$ cat src/abd_pkg.sv
// Package with opcodes, flag positions, register map and cycle counts of the branch/ALU datapath.
package abd_pkg;

    // Status flag bit positions.
    localparam int FLAG_C = 0;
    localparam int FLAG_Z = 1;
    localparam int FLAG_N = 2;
    localparam int FLAG_V = 3;
    localparam int FLAG_S = 4;
    localparam int FLAG_H = 5;
    localparam int FLAG_T = 6;
    localparam int FLAG_I = 7;

    // Reset values.
    localparam logic [7:0] FLAGS_RST = 8'h00;
    localparam logic [15:0] PC_RST = 16'h0000;

    // APB register byte offsets.
    localparam logic [11:0] REG_FLAGS = 12'h000;
    localparam logic [11:0] REG_PC = 12'h004;
    localparam logic [11:0] REG_RETIRED = 12'h008;

    // Cycle counts per operation class.
    localparam logic [1:0] CYC_ONE = 2'h1;
    localparam logic [1:0] CYC_WORD = 2'h2;
    localparam logic [1:0] CYC_JUMP = 2'h2;
    localparam logic [1:0] CYC_CALL = 2'h3;
    localparam logic [1:0] CYC_IOBIT = 2'h2;
    localparam logic [1:0] CYC_TAKEN = 2'h2;
    localparam logic [1:0] CYC_SKIP1 = 2'h2;
    localparam logic [1:0] CYC_SKIP2 = 2'h3;

    // Program counter steps.
    localparam logic [1:0] PC_STEP = 2'h1;
    localparam logic [1:0] PC_SKIP1 = 2'h2;
    localparam logic [1:0] PC_SKIP2 = 2'h3;

    // Operations presented by the decoder; constant forms reuse the register forms.
    typedef enum logic [5:0] {
        OP_NOP, OP_ADD, OP_ADC, OP_SUB, OP_SUB_C, OP_AND, OP_OR, OP_XOR,
        OP_SET_BITS, OP_CLR_BITS, OP_TEST, OP_CP, OP_CMP_C,
        OP_SHL, OP_SHR, OP_RLC, OP_RRC, OP_ADD_WORD, OP_SUB_WORD,
        OP_JMP_PTR, OP_JMP_REL, OP_CALL_PTR, OP_CALL_REL,
        OP_CMP_SKIP, OP_SKIP_RBC, OP_SKIP_RBS, OP_SKIP_IOC, OP_SKIP_IOS,
        OP_BR_SET, OP_BR_CLR, OP_BR_GE, OP_BR_LT, OP_BR_UGE, OP_BR_ULT,
        OP_BR_IE, OP_BR_ID, OP_IO_SET, OP_IO_CLR
    } abd_op_t;

endpackage

$ cat src/abd_alu.sv
// Combinational 8/16-bit arithmetic unit producing result and new status flags.
`timescale 1ns/10ps
module abd_alu import abd_pkg::*; (
    // Operation and operands
    input wire abd_op_t op,
    input wire logic [7:0] a,
    input wire logic [7:0] a_hi,
    input wire logic [7:0] b,
    input wire logic [7:0] flags_in,
    // Results
    output logic [7:0] res,
    output logic [7:0] res_hi,
    output logic [7:0] flags_out
);
    logic cin;
    logic [8:0] sum9;
    logic [8:0] dif9;
    logic [15:0] wsum;
    logic [15:0] wdif;

    // Carry enters only the with-carry forms.
    assign cin = flags_in[FLAG_C] & (op == OP_ADC || op == OP_SUB_C || op == OP_CMP_C);
    assign sum9 = {1'b0, a} + {1'b0, b} + {8'h00, cin};
    assign dif9 = {1'b0, a} - {1'b0, b} - {8'h00, cin};
    // Word constant is six bits wide, so the top two bits of b are ignored.
    assign wsum = {a_hi, a} + {10'h000, b[5:0]};
    assign wdif = {a_hi, a} - {10'h000, b[5:0]};

    // Result and flag selection per operation.
    always_comb begin
        res = a;
        res_hi = a_hi;
        flags_out = flags_in;
        case (op)
            OP_ADD, OP_ADC: begin
                res = sum9[7:0];
                flags_out[FLAG_H] = (a[3] & b[3]) | (b[3] & ~res[3]) | (~res[3] & a[3]);
                flags_out[FLAG_V] = (a[7] & b[7] & ~res[7]) | (~a[7] & ~b[7] & res[7]);
                flags_out[FLAG_C] = sum9[8];
            end
            OP_SUB, OP_SUB_C, OP_CP, OP_CMP_C: begin
                res = dif9[7:0];
                flags_out[FLAG_H] = (~a[3] & b[3]) | (b[3] & res[3]) | (res[3] & ~a[3]);
                flags_out[FLAG_V] = (a[7] & ~b[7] & ~res[7]) | (~a[7] & b[7] & res[7]);
                flags_out[FLAG_C] = (~a[7] & b[7]) | (b[7] & res[7]) | (res[7] & ~a[7]);
            end
            OP_AND, OP_TEST: res = a & b;
            OP_OR, OP_SET_BITS: res = a | b;
            OP_XOR: res = a ^ b;
            OP_CLR_BITS: res = a & ~b;
            OP_SHL: res = {a[6:0], 1'b0};
            OP_SHR: res = {1'b0, a[7:1]};
            OP_RLC: res = {a[6:0], flags_in[FLAG_C]};
            OP_RRC: res = {flags_in[FLAG_C], a[7:1]};
            OP_ADD_WORD: begin
                {res_hi, res} = wsum;
                flags_out[FLAG_V] = ~a_hi[7] & res_hi[7];
                flags_out[FLAG_C] = ~res_hi[7] & a_hi[7];
            end
            OP_SUB_WORD: begin
                {res_hi, res} = wdif;
                flags_out[FLAG_V] = a_hi[7] & ~res_hi[7];
                flags_out[FLAG_C] = res_hi[7] & ~a_hi[7];
            end
            default: ;
        endcase
        // Logic forms clear overflow and keep carry; shifts move the lost bit into carry.
        case (op)
            OP_AND, OP_TEST, OP_OR, OP_SET_BITS, OP_XOR, OP_CLR_BITS: flags_out[FLAG_V] = 1'b0;
            OP_SHL, OP_RLC: flags_out[FLAG_C] = a[7];
            OP_SHR, OP_RRC: flags_out[FLAG_C] = a[0];
            default: ;
        endcase
        flags_out[FLAG_N] = (op == OP_ADD_WORD || op == OP_SUB_WORD) ? res_hi[7] : res[7];
        if (op == OP_SHL || op == OP_SHR || op == OP_RLC || op == OP_RRC) begin
            flags_out[FLAG_V] = flags_out[FLAG_N] ^ flags_out[FLAG_C];
        end
        if (op == OP_ADD_WORD || op == OP_SUB_WORD) begin
            flags_out[FLAG_Z] = ({res_hi, res} == 16'h0000);
            flags_out[FLAG_S] = flags_out[FLAG_N] ^ flags_out[FLAG_V];
        end else if (op == OP_SUB_C || op == OP_CMP_C) begin
            // With-carry subtracts keep zero only if it was already set.
            flags_out[FLAG_Z] = (res == 8'h00) & flags_in[FLAG_Z];
        end else begin
            flags_out[FLAG_Z] = (res == 8'h00);
        end
    end
endmodule

$ cat src/abd_exec.sv
// Execution datapath: ALU sequencing, branches, skips, I/O bit operations and APB status access.
//
// The implementer's own choices: register access over APB and the placing of the registers.
`timescale 1ns/10ps
module abd_exec import abd_pkg::*; #(
    parameter int PC_W = 16
) (
    // Clock and reset
    input wire logic pclk,
    input wire logic presetn,
    // APB slave
    input wire logic psel,
    input wire logic penable,
    input wire logic pwrite,
    input wire logic [11:0] paddr,
    input wire logic [31:0] pwdata,
    output logic [31:0] prdata,
    output logic pready,
    output logic pslverr,
    // Decoder request
    input wire logic op_valid,
    input wire abd_op_t op_code,
    input wire logic [7:0] op_dst_val,
    input wire logic [7:0] op_dst_hi_val,
    input wire logic [7:0] op_src_val,
    input wire logic [2:0] op_bit,
    input wire logic [11:0] op_offset,
    input wire logic op_next_two_word,
    input wire logic [4:0] op_io_addr,
    input wire logic [PC_W-1:0] z_pointer,
    output logic op_ready,
    // Register file write-back
    output logic res_we,
    output logic res_pair,
    output logic [7:0] res_data,
    output logic [7:0] res_data_hi,
    // Program counter and call return address
    output logic [PC_W-1:0] pc,
    output logic call_push,
    output logic [PC_W-1:0] call_ret_addr,
    // I/O bit space
    output logic [4:0] io_addr,
    input wire logic [7:0] io_rdata,
    output logic io_we,
    output logic [7:0] io_wdata,
    // Status flags
    output logic [7:0] status_flags_register
);
    logic acc;
    logic [1:0] busy_cnt;
    logic [7:0] alu_res;
    logic [7:0] alu_res_hi;
    logic [7:0] alu_flags;
    logic does_write;
    logic does_pair;
    logic does_flags;
    logic take;
    logic skip;
    logic is_branch;
    logic is_skip;
    logic [7:0] bit_mask;
    logic [PC_W-1:0] rel_target;
    logic [PC_W-1:0] next_pc;
    logic [1:0] next_cycles;
    logic [4:0] io_wr_addr;
    logic [31:0] retired;
    logic apb_setup;
    logic apb_wr;

    // Arithmetic unit shared by every data operation.
    abd_alu u_alu (
        .op(op_code),
        .a(op_dst_val),
        .a_hi(op_dst_hi_val),
        .b(op_src_val),
        .flags_in(status_flags_register),
        .res(alu_res),
        .res_hi(alu_res_hi),
        .flags_out(alu_flags)
    );

    // A request is taken only while no multi-cycle operation is still running.
    assign op_ready = (busy_cnt == 2'h0);
    assign acc = op_valid & op_ready;
    assign bit_mask = 8'h01 << op_bit;
    assign rel_target = PC_W'(pc + {{(PC_W-12){op_offset[11]}}, op_offset} + PC_W'(PC_STEP));

    // The I/O address follows the request for reads, then holds for the delayed write.
    assign io_addr = acc ? op_io_addr : io_wr_addr;

    // Which operations write back, write a pair, or touch the flags.
    always_comb begin
        does_write = 1'b0;
        does_pair = 1'b0;
        does_flags = 1'b0;
        case (op_code)
            OP_ADD, OP_ADC, OP_SUB, OP_SUB_C: begin
                does_write = 1'b1;
                does_flags = 1'b1;
            end
            OP_AND, OP_OR, OP_XOR, OP_SET_BITS, OP_CLR_BITS, OP_TEST: begin
                does_write = 1'b1;
                does_flags = 1'b1;
            end
            OP_SHL, OP_SHR, OP_RLC, OP_RRC: begin
                does_write = 1'b1;
                does_flags = 1'b1;
            end
            OP_ADD_WORD, OP_SUB_WORD: begin
                does_write = 1'b1;
                does_pair = 1'b1;
                does_flags = 1'b1;
            end
            OP_CP, OP_CMP_C: does_flags = 1'b1;
            default: ;
        endcase
    end

    // Branch condition from the flag register.
    always_comb begin
        is_branch = 1'b1;
        take = 1'b0;
        case (op_code)
            OP_BR_SET: take = status_flags_register[op_bit];
            OP_BR_CLR: take = ~status_flags_register[op_bit];
            OP_BR_GE: take = ~(status_flags_register[FLAG_N] ^ status_flags_register[FLAG_V]);
            OP_BR_LT: take = status_flags_register[FLAG_N] ^ status_flags_register[FLAG_V];
            OP_BR_UGE: take = ~status_flags_register[FLAG_C];
            OP_BR_ULT: take = status_flags_register[FLAG_C];
            OP_BR_IE: take = status_flags_register[FLAG_I];
            OP_BR_ID: take = ~status_flags_register[FLAG_I];
            default: is_branch = 1'b0;
        endcase
    end

    // Skip condition; register skips test the source operand, I/O skips the read data.
    always_comb begin
        is_skip = 1'b1;
        skip = 1'b0;
        case (op_code)
            OP_CMP_SKIP: skip = (op_dst_val == op_src_val);
            OP_SKIP_RBC: skip = ~op_src_val[op_bit];
            OP_SKIP_RBS: skip = op_src_val[op_bit];
            OP_SKIP_IOC: skip = ~io_rdata[op_bit];
            OP_SKIP_IOS: skip = io_rdata[op_bit];
            default: is_skip = 1'b0;
        endcase
    end

    // Next program counter and total cycle count of the request.
    always_comb begin
        next_pc = PC_W'(pc + PC_W'(PC_STEP));
        next_cycles = CYC_ONE;
        if (op_code == OP_JMP_PTR) begin
            next_pc = z_pointer;
            next_cycles = CYC_JUMP;
        end else if (op_code == OP_JMP_REL) begin
            next_pc = rel_target;
            next_cycles = CYC_JUMP;
        end else if (op_code == OP_CALL_PTR) begin
            next_pc = z_pointer;
            next_cycles = CYC_CALL;
        end else if (op_code == OP_CALL_REL) begin
            next_pc = rel_target;
            next_cycles = CYC_CALL;
        end else if (op_code == OP_ADD_WORD || op_code == OP_SUB_WORD) begin
            next_cycles = CYC_WORD;
        end else if (op_code == OP_IO_SET || op_code == OP_IO_CLR) begin
            next_cycles = CYC_IOBIT;
        end else if (is_branch && take) begin
            next_pc = rel_target;
            next_cycles = CYC_TAKEN;
        end else if (is_skip && skip && op_next_two_word) begin
            next_pc = PC_W'(pc + PC_W'(PC_SKIP2));
            next_cycles = CYC_SKIP2;
        end else if (is_skip && skip) begin
            next_pc = PC_W'(pc + PC_W'(PC_SKIP1));
            next_cycles = CYC_SKIP1;
        end
    end

    // Stall counter; holds off the decoder for the remaining cycles of the operation.
    always_ff @(posedge pclk or negedge presetn) begin
        if (!presetn) begin
            busy_cnt <= 2'h0;
        end else if (acc) begin
            busy_cnt <= next_cycles - CYC_ONE;
        end else if (busy_cnt != 2'h0) begin
            busy_cnt <= busy_cnt - 2'h1;
        end
    end

    // Program counter; an executing operation wins over a software write in the same cycle.
    always_ff @(posedge pclk or negedge presetn) begin
        if (!presetn) begin
            pc <= PC_W'(PC_RST);
        end else if (acc) begin
            pc <= next_pc;
        end else if (apb_wr && paddr == REG_PC) begin
            pc <= pwdata[PC_W-1:0];
        end
    end

    // Status flags; flagless operations leave them alone, so hardware updates win over software.
    always_ff @(posedge pclk or negedge presetn) begin
        if (!presetn) begin
            status_flags_register <= FLAGS_RST;
        end else if (acc && does_flags) begin
            status_flags_register <= alu_flags;
        end else if (apb_wr && paddr == REG_FLAGS) begin
            status_flags_register <= pwdata[7:0];
        end
    end

    // Register file write-back, presented one cycle after the request is taken.
    always_ff @(posedge pclk or negedge presetn) begin
        if (!presetn) begin
            res_we <= 1'b0;
            res_pair <= 1'b0;
            res_data <= 8'h00;
            res_data_hi <= 8'h00;
        end else begin
            res_we <= acc & does_write;
            res_pair <= acc & does_pair;
            if (acc && does_write) begin
                res_data <= alu_res;
                res_data_hi <= alu_res_hi;
            end
        end
    end

    // Return address for the stack logic of a call.
    always_ff @(posedge pclk or negedge presetn) begin
        if (!presetn) begin
            call_push <= 1'b0;
            call_ret_addr <= PC_W'(PC_RST);
        end else begin
            call_push <= acc & (op_code == OP_CALL_PTR || op_code == OP_CALL_REL);
            if (acc) begin
                call_ret_addr <= PC_W'(pc + PC_W'(PC_STEP));
            end
        end
    end

    // I/O bit write; read in the first cycle, single bit changed in the second.
    always_ff @(posedge pclk or negedge presetn) begin
        if (!presetn) begin
            io_we <= 1'b0;
            io_wdata <= 8'h00;
            io_wr_addr <= 5'h00;
        end else begin
            io_we <= acc & (op_code == OP_IO_SET || op_code == OP_IO_CLR);
            if (acc) begin
                io_wr_addr <= op_io_addr;
                io_wdata <= (op_code == OP_IO_SET) ? (io_rdata | bit_mask) : (io_rdata & ~bit_mask);
            end
        end
    end

    // Retired operation counter for software progress checks.
    always_ff @(posedge pclk or negedge presetn) begin
        if (!presetn) begin
            retired <= 32'h0000_0000;
        end else if (acc) begin
            retired <= retired + 32'h0000_0001;
        end
    end

    // APB: zero wait states; read data is captured in the setup cycle.
    assign apb_setup = psel & ~penable;
    assign apb_wr = psel & penable & pwrite;
    assign pready = 1'b1;

    // Read mux and error for unmapped offsets; state changing during setup shows on the next read.
    always_ff @(posedge pclk or negedge presetn) begin
        if (!presetn) begin
            prdata <= 32'h0000_0000;
            pslverr <= 1'b0;
        end else if (apb_setup) begin
            pslverr <= 1'b0;
            prdata <= 32'h0000_0000;
            if (paddr == REG_FLAGS) begin
                prdata <= {24'h000000, status_flags_register};
            end else if (paddr == REG_PC) begin
                prdata <= 32'(pc);
            end else if (paddr == REG_RETIRED) begin
                prdata <= retired;
            end else begin
                pslverr <= 1'b1;
            end
        end
    end
endmodule

$ cat config.mk
export PLATFORM = sky130hd
export DESIGN_NAME = abd_exec
export DESIGN_NICKNAME = d
export VERILOG_FILES = /design/src/abd_pkg.sv /design/src/abd_alu.sv /design/src/abd_exec.sv
export SDC_FILE = /design/constraint.sdc
export NUM_CORES = 1
export LEC_CHECK = 0
export BUFFER_PORTS_ARGS = -buffer_cell sky130_fd_sc_hd__buf_2
export CAP_MARGIN = 20
export CORE_ASPECT_RATIO = 1.5
export CORE_UTILIZATION = 56
export CTS_BUF_LIST = sky130_fd_sc_hd__clkbuf_8
export DETAILED_ROUTE_END_ITERATION = 10
export PLACE_DENSITY_LB_ADDON = 0.08
export SLEW_MARGIN = 15
export SYNTH_ARGS = -nofsm -noshare
export SYNTH_HDL_FRONTEND = slang
export SYNTH_SLANG_ARGS = --single-unit
$ cat constraint.sdc
create_clock -name pclk -period 5 [get_ports pclk]
set_input_delay 1.25 -clock pclk [delete_from_list [all_inputs] [get_ports pclk]]
set_output_delay 1.25 -clock pclk [all_outputs]
set_load 0.1 [all_outputs]
After elaboration in Yosys (flattened, before gate mapping)
Index checks and enable logic that the tools add are counted.
{"block": "word_totals", "ff_bits": 140, "output_inout_bits": 108, "wordCells": 238}
{"block": "classes", "n_addsub": 14, "order_cmp": 1, "eq_ne": 42, "n_shift": 1, "n_mux": 57, "n_bitwise": 66, "n_reduce_logical": 39}
{"op": "$mux 16", "count": 11}
{"op": "$eq 6x5->1 const B", "count": 16}
{"op": "$mux 32", "count": 3}
{"op": "$pmux 8 s12", "count": 1}
{"op": "$eq 6x4->1 const B", "count": 8}
{"op": "$eq 6x6->1 const B", "count": 6}
{"op": "$add 16x1->16 const B", "count": 2}
{"op": "$add 16x2->16 const B", "count": 2}
{"op": "$add 32x1->32 const B", "count": 1}
{"op": "$and 1x1->1", "count": 30}
{"op": "$and 8x8->8", "count": 3}
{"op": "$eq 6x3->1 const B", "count": 4}
{"op": "$mux 2", "count": 11}
{"op": "$reduce_or 18->1", "count": 1}
{"op": "$mux 1", "count": 17}
{"op": "$not 1->1", "count": 17}
{"op": "$add 16x16->16", "count": 1}
{"op": "$add 16x6->16", "count": 1}
{"op": "$logic_not 16->1", "count": 1}
{"op": "$not 8->8", "count": 2}
{"op": "$or 8x8->8", "count": 2}
{"op": "$pmux 8 s2", "count": 1}
{"op": "$reduce_or 16->1", "count": 1}
{"op": "$sub 16x6->16", "count": 1}
{"op": "other kinds (37)", "count": 77}

Longest topological paths before layout
{"block": "depth", "depth_word": 16, "ltp_mapped": 19, "depth_no_buf": 17}

Modules after synthesis
Synthesis repeated with hierarchy kept, for this count alone.
{"block": "hier_totals", "cells_unflattened": 1374, "hier_area_um2": 11403.4}
{"module": "abd_exec", "instances": 1, "cells_each": 969, "area_per_inst_um2": 8505.7, "seq_area_each_um2": 3503.4}
{"module": "abd_alu", "instances": 1, "cells_each": 405, "area_per_inst_um2": 2897.8, "seq_area_each_um2": 0.0}

Least setup slack after synthesis
OpenSTA, ideal clock, no wires.
{"block": "synth_path", "path_kind": "in2reg", "startpoint": "input op_code[2]", "endpoint": "register status_flags_register[3]", "setup_ns": 0.126, "arrival_time_ns": 4.913, "required_ns": 4.874, "slack_ns": -0.039, "stages": 17, "path_cell_list": "buf_2 -> clkbuf_1 -> buf_2 -> nand2_1 -> o21ai_0 -> nand4_1 -> fa_1 -> ha_1 -> or4_1 -> o22ai_1 -> mux2i_1 -> o21ai_1 -> o2111a_1 -> a21oi_1 -> a211o_1 -> and3_1 -> o32a_1"}
{"block": "synth_between", "elab_chain_len": 13, "word_cells_on_any_way": 60, "classes_between": "2 x add/sub; 18 x eq/ne; 10 x mux; 14 x bitwise; 16 x reduce/logical"}
{"element": "from (decl)", "line_no": "abd_exec.sv:22", "rtl": "input wire abd_op_t op_code,"}
{"element": "$eq 6x2->1 / $eq 6x3->1 (equally long branches)", "line_no": "abd_alu.sv:22, abd_alu.sv:34, abd_exec.sv:96"}
{"element": "$logic_or 1x1->1 (2 in series)", "line_no": "abd_alu.sv:22", "rtl": "assign cin = flags_in[FLAG_C] & (op == OP_ADC || op == OP_SUB_C || op == OP_CMP_C);"}
{"element": "$and 1x1->1", "line_no": "abd_alu.sv:22"}
{"element": "$sub 8x1->8", "line_no": "abd_alu.sv:24", "rtl": "assign dif9 = {1'b0, a} - {1'b0, b} - {8'h00, cin};"}
{"element": "$and 1x1->1", "line_no": "abd_alu.sv:45", "rtl": "flags_out[FLAG_C] = (~a[7] & b[7]) | (b[7] & res[7]) | (res[7] & ~a[7]);"}
{"element": "$or 1x1->1 (2 in series)", "line_no": "abd_alu.sv:45"}
{"element": "$pmux 1 s4", "line_no": "abd_alu.sv:34", "rtl": "case (op)"}
{"element": "$pmux 1 s2", "line_no": "abd_alu.sv:68", "rtl": "case (op)"}
{"element": "$xor 1x1->1", "line_no": "abd_alu.sv:76", "rtl": "flags_out[FLAG_V] = flags_out[FLAG_N] ^ flags_out[FLAG_C];"}
{"element": "$mux 1", "line_no": "abd_alu.sv:75", "rtl": "if (op == OP_SHL || op == OP_SHR || op == OP_RLC || op == OP_RRC) begin"}
{"element": "$mux 6", "line_no": "abd_exec.sv:208", "rtl": "end else if (acc && does_flags) begin"}
{"element": "to (signal assigned)", "line_no": "abd_exec.sv:209", "rtl": "status_flags_register <= alu_flags;"}
{"element": "to (signal assigned)", "line_no": "abd_exec.sv:211", "rtl": "status_flags_register <= pwdata[7:0];"}
{"element": "to (decl)", "line_no": "abd_exec.sv:47", "rtl": "output logic [7:0] status_flags_register"}
Several ways; a longest one is shown, not always the timed one.
A chain may end at the register's enable or synchronous reset.

Worst setup path in the final report
Ends and elaborated chain as after synthesis.

==> flow_summary.yaml <==
logic_synthesis:
  synth.top_cell.area_share_pct: 31.46
  yosysTopAreaCell: "dfrtp_1"
  syn_inst: 1337
  seq_area_frac_synth_pct: 31.46
  synthesis.area_um2: 11140
  syn_avg_cell_area_um2: 8.330
  yosysUniqueCellTypes: 84
  ys_seq_elements: 140
  async_reset_ff_share_pct: 100.0
  synth.area.top_cells: "dfrtp_1 31%, ha_1 6.7%, nand2_1 6.4%"
  syn_nets: 1530
  synth-edff-count: 0
  synth_flop_cell: "dfrtp_1"
  synth.yosys.warnings: 0
worst_setup_path:
  cp_slowest_cell: "or4_1"
  crit_path_cell_trace: "buf_2 > nand2b_1 > o21ai_0 > nand4_1 > fa_1 > ha_1 > or4_1 > o22ai_1 > buf_4 > mux2i_1 > o21ai_1 > o2111a_1 > a21oi_1 > a211o_1 > and3_1 > o32a_1"
  slowest_delay_ps: 490
  critical_path_class: "input pin to register"
  worstPathMaxFanout: 6
  worstPathRequired_ps: 5360
  cp_num_buf_inv: 2
  path_delay_family: "compound AO/OA/AOI/OAI gates"
  arrival_ps: 4800
  start_kind: "input pin"
  endpoint_kind: "register"
place:
  gp_congestion: 1.017
  pre_cts_ws_ps: 90.25
  placed_cell_area_um2: 12670
  io_buffers: 215
  place_hpwl_mm: 30.44
drt:
  ant_nets: 0
  drc: 0
  wire_per_inst_um: 21.31
  drt-total-wl_mm: 38.84
  vias: 11600
  dr.pass1.iters: 7
  viasPerCell: 6.361
  first_iter_violations: 1101
global_routing:
  grt_pass1_vias: 11120
  grt_remaining_overflow: 0
  antenna_found_initial: 1
  grt_max_degree: 79
  grt.total_usage_pct: 38.76
  grt_pass1_wl_mm: 59.34
layout:
  final_area_um2: 13130
  drive_gt1_share_pct: 22.48
  final_common_cell: "buf_2"
  nFillCells: 1687
  layout_common_cells: "214 x buf_2, 189 x nand2_1, 140 x dfrtp_1, 106 x o21ai_0, 102 x nor2_1"
  final_nets: 1746
  area_growth_pct: 17.87
sta:
  slew_viol_final: 0
  hold_ws_ps: 479.7
  period_share_pct: 88.71
  fmax_mhz: 225.5
  rsz0062_at_grt: "no"
  hold_viol_final: 0
  post-route-min-period_ps: 4435
  worstMarginPinSlew_ps: 902.6
  setup_slack_ps: 564.7
  relSlewSlack_pct: 39.61
  setup_viol: 0
  fin_skew_ps: 13.45
  tns_ps: 0
run:
  drv_cap: 0
cts:
  cts_resized: 0
  clock_path_buffers: 2
  cts-root-buf: "clkbuf_8"
  cts_tree: "yes"
  cts_made_buffers: 17
  ctsHoldBuffers: 0
  htreeDepth: 4
  cts.clk_slew.worst_paths_ps: 100
  clk_latency_ps: 470
  cts_num_sinks: 140
  cts_setup_buffers: 0
floorplanning:
  ioPinCount: 233
  core_um2: 19320
  die_w_um: 117.1
  die_area_um2: 20470
  die_h_um: 174.7
  start_util_pct: 57.66
  rows: 62
power_and_ir_drop:
  p_per_area_nw_per_um2: 532.7
  power.leakage_nw: 6.054
  pwr-share-comb_pct: 59.7
  p_sw_share_pct: 58.96
  pwr-share-seq_pct: 26.0
  power_frac_clock_pct: 14.3
  internal_power_mw: 2.870
  vdd_drop_max_v: 0.0006417
  power_switching_mw: 4.123
outcome:
  outcome: "complete, no violations"
hold_path:
  min_path_type: "register to register"
power groups by stage:
stage,Clock [mW],Combinational [mW],Sequential (mW)
floorplan,0,1.67,3.37
global placement,0,4.11,1.82
detailed placement,0,4.15,1.83
CTS,1.01,4.16,1.81
global route,1.05,4.41,1.85
finish,0.997,4.18,1.82
per-stage QoR:
stage          power [mW]  cells  util [%]
2_1_floorplan       5.038   1337         -
3_3_place_gp        5.933   1789     65.62
3_5_place_dp        5.983   1789     65.62
4_1_cts             6.982   1821     67.85
5_1_grt             7.317   1822     67.95
6_report            6.994   1823     67.96
final timing paths:
kind | cells past startpoint | from | to | slack [ps]
max | 16 | op_code[2] | status_flags_register[3]$_DFFE_PN0P_ | 560
min | 2 | prdata[5]$_DFFE_PN0P_ | prdata[5]$_DFFE_PN0P_ | 480
max reg2reg | 13 | status_flags_register[0]$_DFFE_PN0P_ | status_flags_register[3]$_DFFE_PN0P_ | 1340
min reg2reg | 2 | prdata[5]$_DFFE_PN0P_ | prdata[5]$_DFFE_PN0P_ | 480
max in group asynchronous | 2 | presetn | io_wdata[2]$_DFFE_PN0P_ | 3230
min in group asynchronous | 1 | presetn | call_ret_addr[10]$_DFFE_PN0P_ | 780
cells by family after synthesis:
logic type	share of synthesized area, %
XOR/XNOR	6.921
AO/OA/AOI/OAI	22.41
multiplexers	5.460
buffers and inverters	4.617
other	0.03367
AND/OR/NAND/NOR	20.92
flip-flops	31.46
adder cells (fa/ha/maj)	8.179
sequential cells by signal, summed over array words and instances, names as in the netlist:
signal                 cells
io_wr_addr                 5
pc                        16
io_we                      1
res_data                   8
pslverr                    1
res_we                     1
io_wdata                   8
call_push                  1
status_flags_register      8
retired                   32
res_pair                   1
prdata                    32
busy_cnt                   2
call_ret_addr             16
res_data_hi                8
cell type report:
class	instances	area [µm²]	share of cell area (%)
Clock inverter	15	196.4	1.496
Antenna cell	1	2.502	0.01906
Multi-Input combinational cell	1069	7134	54.35
Timing Repair Buffer	276	1553	11.83
Sequential cell	140	3503	26.69
Clock buffer	17	234.0	1.782
Tap cell	256	320.3	2.440
Inverter	49	183.9	1.401
per-layer routing:
metal	vias up	track usage (%)	wire (µm)
met3	185	7.249	2467
met1	5521	39.60	13210
met5	-	0	0
li1	5327	-	-
met2	563	67.13	19650
met4	0	31.65	3511
synthesized netlist by cell type (16+ instances only):
library cell / count
inv_1: 49
nor2_1: 102
a22oi_1: 18
a21oi_1: 66
nor3_1: 27
o31ai_1: 16
xor2_1: 33
nand3_1: 33
dfrtp_1: 140
clkbuf_1: 57
ha_1: 60
mux2i_1: 30
nand2_1: 190
xnor2_1: 55
nand4_1: 20
and3_1: 23
o21ai_0: 106
worst reg2reg max path: stages (launching register included):
cell and delay, ps:
dfrtp_1 460, nand4_1 190, fa_1 450, ha_1 220, or4_1 490, o22ai_1 130
buf_4 160, mux2i_1 90, o21ai_1 220, o2111a_1 240, a21oi_1 90, a211o_1 320
and3_1 160, o32a_1 330
Note: power is estimated with default switching activity, not from simulation.
